## config.mk

```make
export PLATFORM = sky130hd
export DESIGN_NAME = ivr_top
export DESIGN_NICKNAME = d
export VERILOG_FILES = /design/src/include/ivr_pkg.sv /design/src/core/ivr_boot_map.sv /design/src/core/ivr_change_guard.sv /design/src/core/ivr_top.sv
export SDC_FILE = /design/constraint.sdc
export NUM_CORES = 1
export LEC_CHECK = 0
export BUFFER_PORTS_ARGS = -buffer_cell sky130_fd_sc_hd__buf_2
export CELL_PAD_IN_SITES_DETAIL_PLACEMENT = 1
export CELL_PAD_IN_SITES_GLOBAL_PLACEMENT = 1
export CORE_MARGIN = 1
export CORE_UTILIZATION = 40
export DETAILED_ROUTE_END_ITERATION = 16
export PLACE_DENSITY_LB_ADDON = 0.1
export SETUP_SLACK_MARGIN = 0.2
export SYNTH_ARGS = -nofsm -noshare
export SYNTH_HDL_FRONTEND = slang
export SYNTH_HIERARCHICAL = 1
export SYNTH_SLANG_ARGS = --single-unit
```

## constraint.sdc

```tcl
create_clock -name pclk -period 4.9 [get_ports pclk]
set_clock_uncertainty 0.15 [all_clocks]
set_input_delay 0.49 -clock pclk [delete_from_list [all_inputs] [get_ports pclk]]
set_output_delay 0.49 -clock pclk [all_outputs]
set_load 0.1 [all_outputs]
```

## src/include/ivr_pkg.sv

```systemverilog
// Function
// - Sources 29..38 get vectors two words apart: comparator, ADC, EEPROM, timer3, TWI, store.
// - Boot reset fuse 0 starts at boot loader address, 1 starts at 0x0000.
// - Vector select set: vector address is table address plus boot section start.
// - Vector select clear: table starts at 0x0002 whatever the boot reset fuse.
// - Boot section start comes from the boot size fuses.
// - Change enable clears four cycles after arming or when vector select written.
// - Interrupts masked from arming until after the instruction following the select write.
// - Without a select write, masking lasts four cycles and then releases.
// - Sequence masking never touches the global interrupt enable flag.
// - Boot vectors with application lock programmed block interrupts in application code.
// - Application vectors with loader lock programmed block interrupts in loader code.
// - Control holds select bit 1, enable bit 0; bits 7,4 kept; others zero.
package ivr_pkg;

  localparam int ADDR_W = 16;
  localparam int VNUM_W = 6;
  localparam int NSRC = 10;

  // APB byte offsets
  localparam logic [7:0] OFS_CTRL = 8'h00;
  localparam logic [7:0] OFS_STATUS = 8'h04;
  localparam logic [7:0] OFS_LASTVEC = 8'h08;

  // Control register fields
  localparam int CTRL_CE_BIT = 0;
  localparam int CTRL_SEL_BIT = 1;
  localparam int CTRL_PULLUP_BIT = 4;
  localparam int CTRL_DBG_BIT = 7;
  localparam logic [7:0] CTRL_RESET = 8'h00;
  localparam logic [7:0] CTRL_RW_MASK = 8'h90;

  // Vector map
  localparam logic [VNUM_W-1:0] FIRST_VEC = 6'h1D;
  localparam logic [ADDR_W-1:0] APP_RESET_ADDR = 16'h0000;
  localparam logic [ADDR_W-1:0] TABLE_OFS = 16'h0002;

  // Boot section starts per size fuse code, word addresses
  localparam logic [ADDR_W-1:0] BOOT_START_0 = 16'hF000;
  localparam logic [ADDR_W-1:0] BOOT_START_1 = 16'hF800;
  localparam logic [ADDR_W-1:0] BOOT_START_2 = 16'hFC00;
  localparam logic [ADDR_W-1:0] BOOT_START_3 = 16'hFE00;

  // Change window length in cycles
  localparam int CHG_WINDOW_CYC = 4;

  typedef enum logic [1:0] {
    CG_IDLE,
    CG_ARMED,
    CG_HOLD
  } ivr_cg_state_t;

endpackage

```

## src/core/ivr_boot_map.sv

```systemverilog
`timescale 1ns/100ps
module ivr_boot_map
  import ivr_pkg::*;
#(
  parameter logic [ADDR_W-1:0] START_0 = BOOT_START_0,
  parameter logic [ADDR_W-1:0] START_1 = BOOT_START_1,
  parameter logic [ADDR_W-1:0] START_2 = BOOT_START_2,
  parameter logic [ADDR_W-1:0] START_3 = BOOT_START_3
)
(
  input wire logic [1:0] boot_size_fuses,
  input wire logic boot_reset_fuse,
  output logic [ivr_pkg::ADDR_W-1:0] boot_start,
  output logic [ivr_pkg::ADDR_W-1:0] reset_addr
);

  always_comb
  begin
    case (boot_size_fuses)
      2'h0: boot_start = START_0;
      2'h1: boot_start = START_1;
      2'h2: boot_start = START_2;
      default: boot_start = START_3;
    endcase
  end

  always_comb
  begin
    reset_addr = boot_reset_fuse ? APP_RESET_ADDR : boot_start;
  end

endmodule

```

## src/core/ivr_change_guard.sv

```systemverilog
`timescale 1ns/100ps
module ivr_change_guard
  import ivr_pkg::*;
#(
  parameter int WINDOW = CHG_WINDOW_CYC
)
(
  input wire logic pclk,
  input wire logic presetn,
  input wire logic arm,
  input wire logic sel_write,
  input wire logic instr_retire,
  output logic window_open,
  output logic masked
);

  ivr_cg_state_t state_ff;
  ivr_cg_state_t nxt_state;
  logic [2:0] cnt_ff;
  logic [2:0] nxt_cnt;

  localparam logic [2:0] LAST_CNT = 3'(WINDOW - 1);

  // auto clear / release after window
  always_comb
  begin
    nxt_state = state_ff;
    nxt_cnt = cnt_ff;
    case (state_ff)
      CG_IDLE:
      begin
        if (arm)
        begin
          nxt_state = CG_ARMED;
          nxt_cnt = 3'h0;
        end
      end
      CG_ARMED:
      begin
        if (sel_write)
          nxt_state = CG_HOLD;
        else if (arm)
          nxt_cnt = 3'h0;
        else if (cnt_ff == LAST_CNT)
          nxt_state = CG_IDLE;
        else
          nxt_cnt = cnt_ff + 3'h1;
      end
      CG_HOLD:
      begin
        if (instr_retire)
          nxt_state = CG_IDLE;
      end
      default: nxt_state = CG_IDLE;
    endcase
  end

  always_ff @(posedge pclk or negedge presetn)
  begin
    if (!presetn)
    begin
      state_ff <= CG_IDLE;
      cnt_ff <= 3'h0;
    end
    else
    begin
      state_ff <= nxt_state;
      cnt_ff <= nxt_cnt;
    end
  end

  assign window_open = (state_ff == CG_ARMED);
  assign masked = (state_ff != CG_IDLE) || arm;

endmodule

```

## src/core/ivr_top.sv

```systemverilog
`timescale 1ns/100ps
module ivr_top
  import ivr_pkg::*;
(
  input wire logic pclk,
  input wire logic presetn,
  input wire logic psel,
  input wire logic penable,
  input wire logic pwrite,
  input wire logic [7:0] paddr,
  input wire logic [31:0] pwdata,
  output logic [31:0] prdata_ff,
  output logic pready_ff,
  output logic pslverr_ff,
  input wire logic boot_reset_fuse,
  input wire logic [1:0] boot_size_fuses,
  input wire logic app_section_lock,
  input wire logic loader_section_lock,
  input wire logic [ivr_pkg::ADDR_W-1:0] exec_pc,
  input wire logic instr_retire,
  input wire logic [ivr_pkg::NSRC-1:0] irq_pending,
  output logic [ivr_pkg::ADDR_W-1:0] reset_addr_ff,
  output logic irq_req_ff,
  output logic [ivr_pkg::VNUM_W-1:0] irq_vec_num_ff,
  output logic [ivr_pkg::ADDR_W-1:0] irq_vec_addr_ff,
  output logic irq_masked_ff,
  output logic vec_in_boot_ff,
  output logic pullup_disable_ff,
  output logic debug_port_disable_ff
);

  import ivr_pkg::*;

  // Base table address of a vector number, two words per entry
  function automatic logic [ADDR_W-1:0] vec_base(input logic [VNUM_W-1:0] num);
    logic [VNUM_W-1:0] idx;
    idx = num - 6'h01;
    vec_base = {9'h000, idx, 1'b0};
  endfunction

  // Lowest pending source wins
  function automatic logic [VNUM_W-1:0] pick_vec(input logic [NSRC-1:0] pend);
    logic [VNUM_W-1:0] res;
    res = FIRST_VEC;
    for (int i = NSRC - 1; i >= 0; i--)
    begin
      if (pend[i])
        res = FIRST_VEC + VNUM_W'(i);
    end
    pick_vec = res;
  endfunction

  logic [ADDR_W-1:0] boot_start;
  logic [ADDR_W-1:0] reset_addr;
  logic window_open;
  logic seq_masked;

  logic sel_ff;
  logic pullup_ff;
  logic dbg_ff;
  logic [7:0] ctrl_rd;

  logic setup_ph;
  logic wr_take;
  logic ctrl_wr;
  logic arm;
  logic sel_write;
  logic addr_ok;

  logic in_boot_code;
  logic lock_block;
  logic irq_allowed;
  logic [VNUM_W-1:0] pick_num;
  logic [ADDR_W-1:0] pick_addr;

  logic [VNUM_W-1:0] last_num_ff;
  logic [31:0] rd_mux;

  ivr_boot_map u_boot_map (
    .boot_size_fuses(boot_size_fuses),
    .boot_reset_fuse(boot_reset_fuse),
    .boot_start(boot_start),
    .reset_addr(reset_addr)
  );

  ivr_change_guard u_guard (
    .pclk(pclk),
    .presetn(presetn),
    .arm(arm),
    .sel_write(sel_write),
    .instr_retire(instr_retire),
    .window_open(window_open),
    .masked(seq_masked)
  );

  // APB decode
  assign setup_ph = psel && !penable;
  assign wr_take = psel && penable && pready_ff && pwrite;
  assign addr_ok = (paddr == OFS_CTRL) || (paddr == OFS_STATUS)
    || (paddr == OFS_LASTVEC);
  assign ctrl_wr = wr_take && (paddr == OFS_CTRL);

  // software arms with enable bit one
  assign arm = ctrl_wr && pwdata[CTRL_CE_BIT];

  // select accepted only in open window
  assign sel_write = ctrl_wr && !pwdata[CTRL_CE_BIT] && window_open;

  // Ready one cycle after setup: single wait-free access phase
  always_ff @(posedge pclk or negedge presetn)
  begin
    if (!presetn)
      pready_ff <= 1'b0;
    else
      pready_ff <= setup_ph;
  end

  always_ff @(posedge pclk or negedge presetn)
  begin
    if (!presetn)
      pslverr_ff <= 1'b0;
    else
      pslverr_ff <= setup_ph && !addr_ok;
  end

  // control readback, enable bit shows open window
  assign ctrl_rd = {dbg_ff, 2'b00, pullup_ff, 2'b00, sel_ff, window_open};

  always_comb
  begin
    rd_mux = 32'h0000_0000;
    case (paddr)
      OFS_CTRL: rd_mux = {24'h00_0000, ctrl_rd};
      OFS_STATUS:
        rd_mux = {26'h000_0000, boot_size_fuses, boot_reset_fuse,
          lock_block, seq_masked, window_open};
      OFS_LASTVEC: rd_mux = {10'h000, boot_start, last_num_ff};
      default: rd_mux = 32'h0000_0000;
    endcase
  end

  // Sampled at setup so the value is steady through access
  always_ff @(posedge pclk or negedge presetn)
  begin
    if (!presetn)
      prdata_ff <= 32'h0000_0000;
    else if (setup_ph && !pwrite)
      prdata_ff <= rd_mux;
  end

  // plain read/write bits 7 and 4
  always_ff @(posedge pclk or negedge presetn)
  begin
    if (!presetn)
    begin
      pullup_ff <= CTRL_RESET[CTRL_PULLUP_BIT];
      dbg_ff <= CTRL_RESET[CTRL_DBG_BIT];
    end
    else if (ctrl_wr)
    begin
      pullup_ff <= pwdata[CTRL_PULLUP_BIT];
      dbg_ff <= pwdata[CTRL_DBG_BIT];
    end
  end

  assign pullup_disable_ff = pullup_ff;
  assign debug_port_disable_ff = dbg_ff;

  always_ff @(posedge pclk or negedge presetn)
  begin
    if (!presetn)
      sel_ff <= CTRL_RESET[CTRL_SEL_BIT];
    else if (sel_write)
      sel_ff <= pwdata[CTRL_SEL_BIT];
  end

  assign vec_in_boot_ff = sel_ff;

  // reset target, retaken from the fuses on every clock after release
  always_ff @(posedge pclk or negedge presetn)
  begin
    if (!presetn)
      reset_addr_ff <= APP_RESET_ADDR;
    else
      reset_addr_ff <= reset_addr;
  end

  assign in_boot_code = (exec_pc >= boot_start);
  assign lock_block = (sel_ff && app_section_lock && !in_boot_code)
    || (!sel_ff && loader_section_lock && in_boot_code);

  // separate gate, global enable flag untouched
  assign irq_allowed = !seq_masked && !lock_block;

  assign pick_num = pick_vec(irq_pending);

  assign pick_addr = sel_ff ? (vec_base(pick_num) + boot_start) : vec_base(pick_num);

  always_ff @(posedge pclk or negedge presetn)
  begin
    if (!presetn)
      irq_req_ff <= 1'b0;
    else
      irq_req_ff <= irq_allowed && (|irq_pending);
  end

  always_ff @(posedge pclk or negedge presetn)
  begin
    if (!presetn)
    begin
      irq_vec_num_ff <= FIRST_VEC;
      irq_vec_addr_ff <= TABLE_OFS;
    end
    else if (|irq_pending)
    begin
      irq_vec_num_ff <= pick_num;
      irq_vec_addr_ff <= pick_addr;
    end
  end

  // Last vector offered, for software debug
  always_ff @(posedge pclk or negedge presetn)
  begin
    if (!presetn)
      last_num_ff <= 6'h00;
    else if (irq_allowed && (|irq_pending))
      last_num_ff <= pick_num;
  end

  always_ff @(posedge pclk or negedge presetn)
  begin
    if (!presetn)
      irq_masked_ff <= 1'b0;
    else
      irq_masked_ff <= !irq_allowed;
  end

endmodule

```

# Word level (Yosys, flattened, before mapping)
# Cells that the tools add are included.
# word_totals
input_bits	77
register_bits	88
# classes
n_reduce_logical	37
eq_ne	13
magnitude_cmp	1
addsub	3
n_mux	25
# op_table
cell	n
$pmux 22 s3	1
$mux 6	10
$pmux 12 s3	1
$mux 16	2
$add 7x16->16	1
$ge 16x16->1	1
$logic_and 1x1->1	16
$mux 3	4
$mux 2	5
$reduce_or 10->1	1
$logic_not 1->1	9
$eq 8x3->1 const B	1
$eq 8x4->1 const B	1
$logic_not 8->1	1
$reduce_and 4->1	2
$pmux 2 s3	1
$pmux 3 s2	1
$sub 6x1->6 const B	1
$eq 2x1->1 const B	2
$eq 2x2->1 const B	2
$logic_not 2->1	2
$logic_or 1x1->1	4
$ne 2x2->1 const B	2
$reduce_bool 2->1	2
6 further kinds	6

# Logic depth before layout (Yosys ltp)
# depth
word_depth	13
depth_mapped	17
depth_no_buf	17

# Hierarchy
# Netlist, hierarchy kept.
# by_module_without_submodules
module	cells_per_inst	n_inst	area_per_inst_um2
ivr_top	377	1	3624.7
ivr_change_guard	26	1	265.3
ivr_boot_map	34	1	242.7

# Least setup slack after synthesis
# No wires, ideal clock.
# synth_path
path_kind	input to register
startpoint	input port boot_size_fuses[1]
endpoint	register last_num_ff[2]
path_stages	9
arrival_ns	2.625
setup_slack_ns	2.000
n_path_buf	0
required_time_ns	4.625
cell_sequence	and2_1 > inv_1 > ha_1 > nand4_1 > or4_4 > a31oi_1 > o211ai_1 > or3_4 > mux2_4
# synth_between
elab_chain_len	9
# synth_rtl
element	line_no	source
start: declaration	ivr_top.sv:16	input wire logic [1:0] boot_size_fuses,
$eq 2x2->1, or another cell as far along	ivr_boot_map.sv:19	case (boot_size_fuses)
$pmux 12 s3 (*)	ivr_boot_map.sv:19	
$ge 16x16->1 (*)	ivr_top.sv:188	assign in_boot_code = (exec_pc >= boot_start);
$logic_not 1->1	ivr_top.sv:189	assign lock_block = (sel_ff && app_section_lock && !in_boot_code)
$logic_and 1x1->1	ivr_top.sv:189	
$logic_or 1x1->1 (*)	ivr_top.sv:190	|| (!sel_ff && loader_section_lock && in_boot_code);
$logic_not 1->1 (*)	ivr_top.sv:193	assign irq_allowed = !seq_masked && !lock_block;
$logic_and 1x1->1 (*)	ivr_top.sv:193	
$logic_and 1x1->1 (*)	ivr_top.sv:226	else if (irq_allowed && (|irq_pending))
end signal: assignment	ivr_top.sv:227	last_num_ff <= pick_num;
end: declaration	ivr_top.sv:76	logic [VNUM_W-1:0] last_num_ff;
# Every way passes the cells marked *; elsewhere a longest branch is shown, timed or not.
# A chain may end at the register's enable or synchronous reset.

# Final worst setup path
# layout_path
startpoint	input port boot_size_fuses[1]
endpoint	register last_num_ff[0]
# layout_between
elab_chain_len	9
# layout_rtl
element	line_no	source
$eq 2x2->1, or another cell as far along	ivr_boot_map.sv:19	
$pmux 12 s3 (*)	ivr_boot_map.sv:19	
named net boot_start[9]	ivr_top.sv:53	logic [ADDR_W-1:0] boot_start;
$ge 16x16->1 (*)	ivr_top.sv:188	
$logic_not 1->1	ivr_top.sv:189	
$logic_and 1x1->1	ivr_top.sv:189	
$logic_or 1x1->1 (*)	ivr_top.sv:190	
$logic_not 1->1 (*)	ivr_top.sv:193	
$logic_and 1x1->1 (*)	ivr_top.sv:193	
$logic_and 1x1->1 (*)	ivr_top.sv:226	
# Mark *: on every way through the listed nets, which the timed path passes. The rest lies on a longest branch.

==> summary.md <==
| Metric | Value |
|---|---|
| Initial core utilization | 41.7% |
| N_diodes | 0 |
| Fraction of the yosys area taken by sequential cells | between 40% and 50% |
| Area after DPL | 0.00468 sq mm |
| Yosys cell types | 61 |
| CP max stage cell | or4_4 |
| Synthesis Warnings | 6 |
| DR vias/cell | just under 5 |
| Worst r2r path cells | 6 |
| Vias in the first global route | 3525 |
| Max H-tree Level | 3 |
| Worst slew pin tran | 1.00 ns |
| CTS tree | done |
| CTS max path bufs | 2 |
| Dominant synthesized flop cell | dfrtp_1 |
| Number of max-cap violations | 0 |
| CTS Hold Bufs | 0 |
| Static leakage | approximately 2.6 nW |
| CP max FO | 9 |
| Post-Synth Simple-Gate Area | 17.6% |
| Worst-path clk slew | roughly 0.090 ns |
| Share of cells above drive strength 1 | a little over a quarter |
| Slew Limit Fails | 0 |
| DIE WIDTH | 104 um |
| Final instance area | between 0.004 and 0.005 sq mm |
| Largest net degree at the start of global routing | 77 |
| Core area | 0.00991 sq mm |
| Critical Path End Type | flop |
| Chip Height | 104 um |
| ANT nets after route | 0 |
| Post-synth EDFFs | 0 |
| Critical Path Max Stage Delay | around 0.55 ns |
| Synth Area in XOR/XNOR | a little under 3% |
| Cell internal pwr | about 1000 uW |
| Io pins | roughly 150 |
| Switching Fraction | 39.4% |
| Worst R2R Setup Slack | roughly 2.3 ns |
| Final hold violation count | 0 |
| Tcrit/Tclk final | a little under two thirds |
| Post-synth ARST share | 100% |
| Largest cells by area after synthesis | dfrtp_1, ha_1, buf_4, nand2_1, inv_1 |
| Comb pwr share | between 20% and 30% |
| Setup TNS | 0 ns |
| Die area | about 0.011 sq mm |
| Mux cell area share after synthesis | about 3.2% |
| Synth Area in Compound Gates | between 10 and 15% |
| Worst-path cell chain | buf_2, and2_1, inv_1, ha_1, nand4_1, or4_4, a31oi_1, o211ai_1, or3_4, mux2_4 |
| Hold Slack | ~0.14 ns |
| Post-Syn Area per Cell | 9.46 sq um |
| VDD IR max | roughly 210 uV |
| Total gr overflow | 0 |
| Worst skew pair latency | roughly 0.35 ns |
| DRC | 0 |
| Area grow syn2layout | 17.8% |
| Final setup violating endpoints | 0 |
| WP buf/inv | 2 |
| #FFs+latches synth | 76 |
| Crit path arrival time | 3.22 ns |
| Global-route wire length before repair | about 17000 um |
| Slew Limit Headroom | approximately 33% |
| Status | complete, no violations |
| CP top delay family | simple AND/OR/NAND/NOR gates |
| # rows | 36 |
| Post-CTS Setup Bufs | 0 |
| Synth area leader | dfrtp_1 |
| Inserted Clock Buffers | 9 |
| Pre-CTS setup slack | roughly 1.4 ns |
| CP Launch Point | boot_size_fuses[1] |
| Worst Path Required | 4.99 ns |
| RSZ-0062 raised after global routing | no |
| Tmin final | around 3.1 ns |
| Port buffer count | between 100 and 150 |
| WS Path Type | in2reg |
| Wire per inst | roughly 15 um |
| Worst hold path class | in2async |
| Final net count | 648 |
| Tot GR Track Use | 20.3% |
| Post-synth top area share | between 40% and 50% |
| Clock share of power | between 20% and 30% |
| CP startpoint kind | input port |
| Clock root buffer | clkbuf_8 |
| Post-Syn Instances | ~440 |
| DRT Pass-1 Iters | 4 |
| Placer Congestion | between 0.7 and 0.8 |
| Post-Route WL | around 10000 um |
| Initial antenna violation count | 0 |
| Max Clk Rate | approximately 320 MHz |
| Worst reg2reg endpoint | last_num_ff[0] |
| Worst r2r src | vec_in_boot_ff |
| # resized after CTS | 0 |
| Sequential share of power | 41.6% |
| Initial DRC count | between 150 and 200 |
| Dpl hpwl | 7870 um |
| Pwr dens | between 300 and 400 mW/mm^2 |
| Via count | between 3k and 4k |
| Sw power | ~650 uW |
| Largest family of logic cells by synthesized area | simple AND/OR/NAND/NOR gates |
| Clock sinks | 76 |
| Cell Area, Synth | around 0.0041 sq mm |
| Fin worst setup slack | between 1.5 and 2 ns |
| Adder-cell share of the synthesized area | a little over 8% |
-- flip-flops by register name, indices dropped and copies added (netlist names) --
name                   count
debug_port_disable_ff      1
irq_masked_ff              1
irq_req_ff                 1
irq_vec_addr_ff           16
irq_vec_num_ff             5
last_num_ff                5
prdata_ff                 22
pready_ff                  1
pslverr_ff                 1
pullup_disable_ff          1
reset_addr_ff             16
u_guard/cnt_ff             3
u_guard/state_ff           2
vec_in_boot_ff             1
-- cells by family after synthesis --
group,Yosys count
flip-flops,76
other,3
XOR/XNOR,14
AND/OR/NAND/NOR,154
buffers and inverters,81
AO/OA/AOI/OAI,72
adder cells (fa/ha/maj),26
multiplexers,11
-- cell type report --
| type | instances | area (sq um) |
|---|---|---|
| flip-flops and latches | 76 | 1910 |
| well taps | 133 | 166 |
| inverters | 33 | 124 |
| clock inverters | 6 | 66.3 |
| repair buffers | 116 | 586 |
| fillers | 1216 | 5040 |
| clock buffers | 10 | 128 |
| multi-input cells | 309 | 1890 |
-- per-layer routing --
layer	track usage [%]	routed length (um)	vias to the layer above
met4	5.80	126	0
met5	0	0	-
met3	3.65	420	12
met1	25.9	4810	1632
li1	-	-	1621
met2	35.1	4950	85
-- worst max-delay path by stage --
| stage | end | slack (ns) | depth (start not counted) |
|---|---|---|---|
| 4_1_cts | last_num_ff[0] | 1.79 | 10 |
| 2_1_floorplan | last_num_ff[2] | 2.00 | 9 |
| 6_report | last_num_ff[0] | 1.77 | 10 |
| 5_1_grt | last_num_ff[1] | 1.68 | 10 |
| 3_5_place_dp | last_num_ff[0] | 1.45 | 10 |
| 3_3_place_gp | last_num_ff[1] | 1.49 | 10 |
-- Yosys cell counts, types with 2 or more instances --
library cell  count
nand3_1          17
inv_1            33
nor4_1            3
nand2_1          70
nand4_1           5
nor3_1            7
nor2b_1           3
nand2b_1          4
buf_4            36
and2_1            3
ha_1             25
and3_1            3
o31ai_1           9
a21oi_1          22
nor2_1           25
xnor2_1          12
a21o_1            3
mux2i_1           3
or3_1             2
o21bai_1          2
mux2_2            2
dfstp_2           4
conb_1            3
mux2_1            3
a22oi_1           2
buf_2             2
and3b_1           2
o21ai_0          14
mux2_4            3
a211oi_1          2
o21a_1            3
clkbuf_1          9
xor2_1            2
dfrtp_1          72
-- power by group through the flow --
stage	registers, mW	clock network [mW]	logic (mW)
after floorplan	0.923	0	0.167
after global placement	0.693	0	0.468
after detailed placement	0.694	0	0.474
after CTS	0.682	0.498	0.476
after global routing	0.686	0.519	0.510
final	0.682	0.478	0.481
-- layout by cell type (no fill, tap or decap), types with 3 or more instances in the layout --
master,netlist,routed
buf_2,2,114
dfrtp_1,72,72
nand2_1,70,70
inv_1,33,33
conb_1,3,32
nor2_1,25,25
ha_1,25,25
a21oi_1,22,22
nand3_1,17,17
o21ai_0,14,14
xnor2_1,12,12
o31ai_1,9,9
clkbuf_8,0,9
nor3_1,7,7
nand4_1,5,5
nand2b_1,4,4
dfstp_2,4,4
nor4_1,3,3
and2_1,3,3
nor2b_1,3,3
and3_1,3,3
o21a_1,3,3
mux2i_1,3,3
a21o_1,3,3
mux2_4,3,3
clkinv_4,0,3
mux2_1,3,3
-- metrics by stage --
stage	cells	power (mW)	utilization [%]
2_1_floorplan	466	1.09	-
3_3_place_gp	667	1.16	47.2
3_5_place_dp	667	1.17	47.2
4_1_cts	683	1.66	49.1
5_1_grt	683	1.72	49.1
6_report	683	1.64	49.1
(Power assumes the default switching activity.)
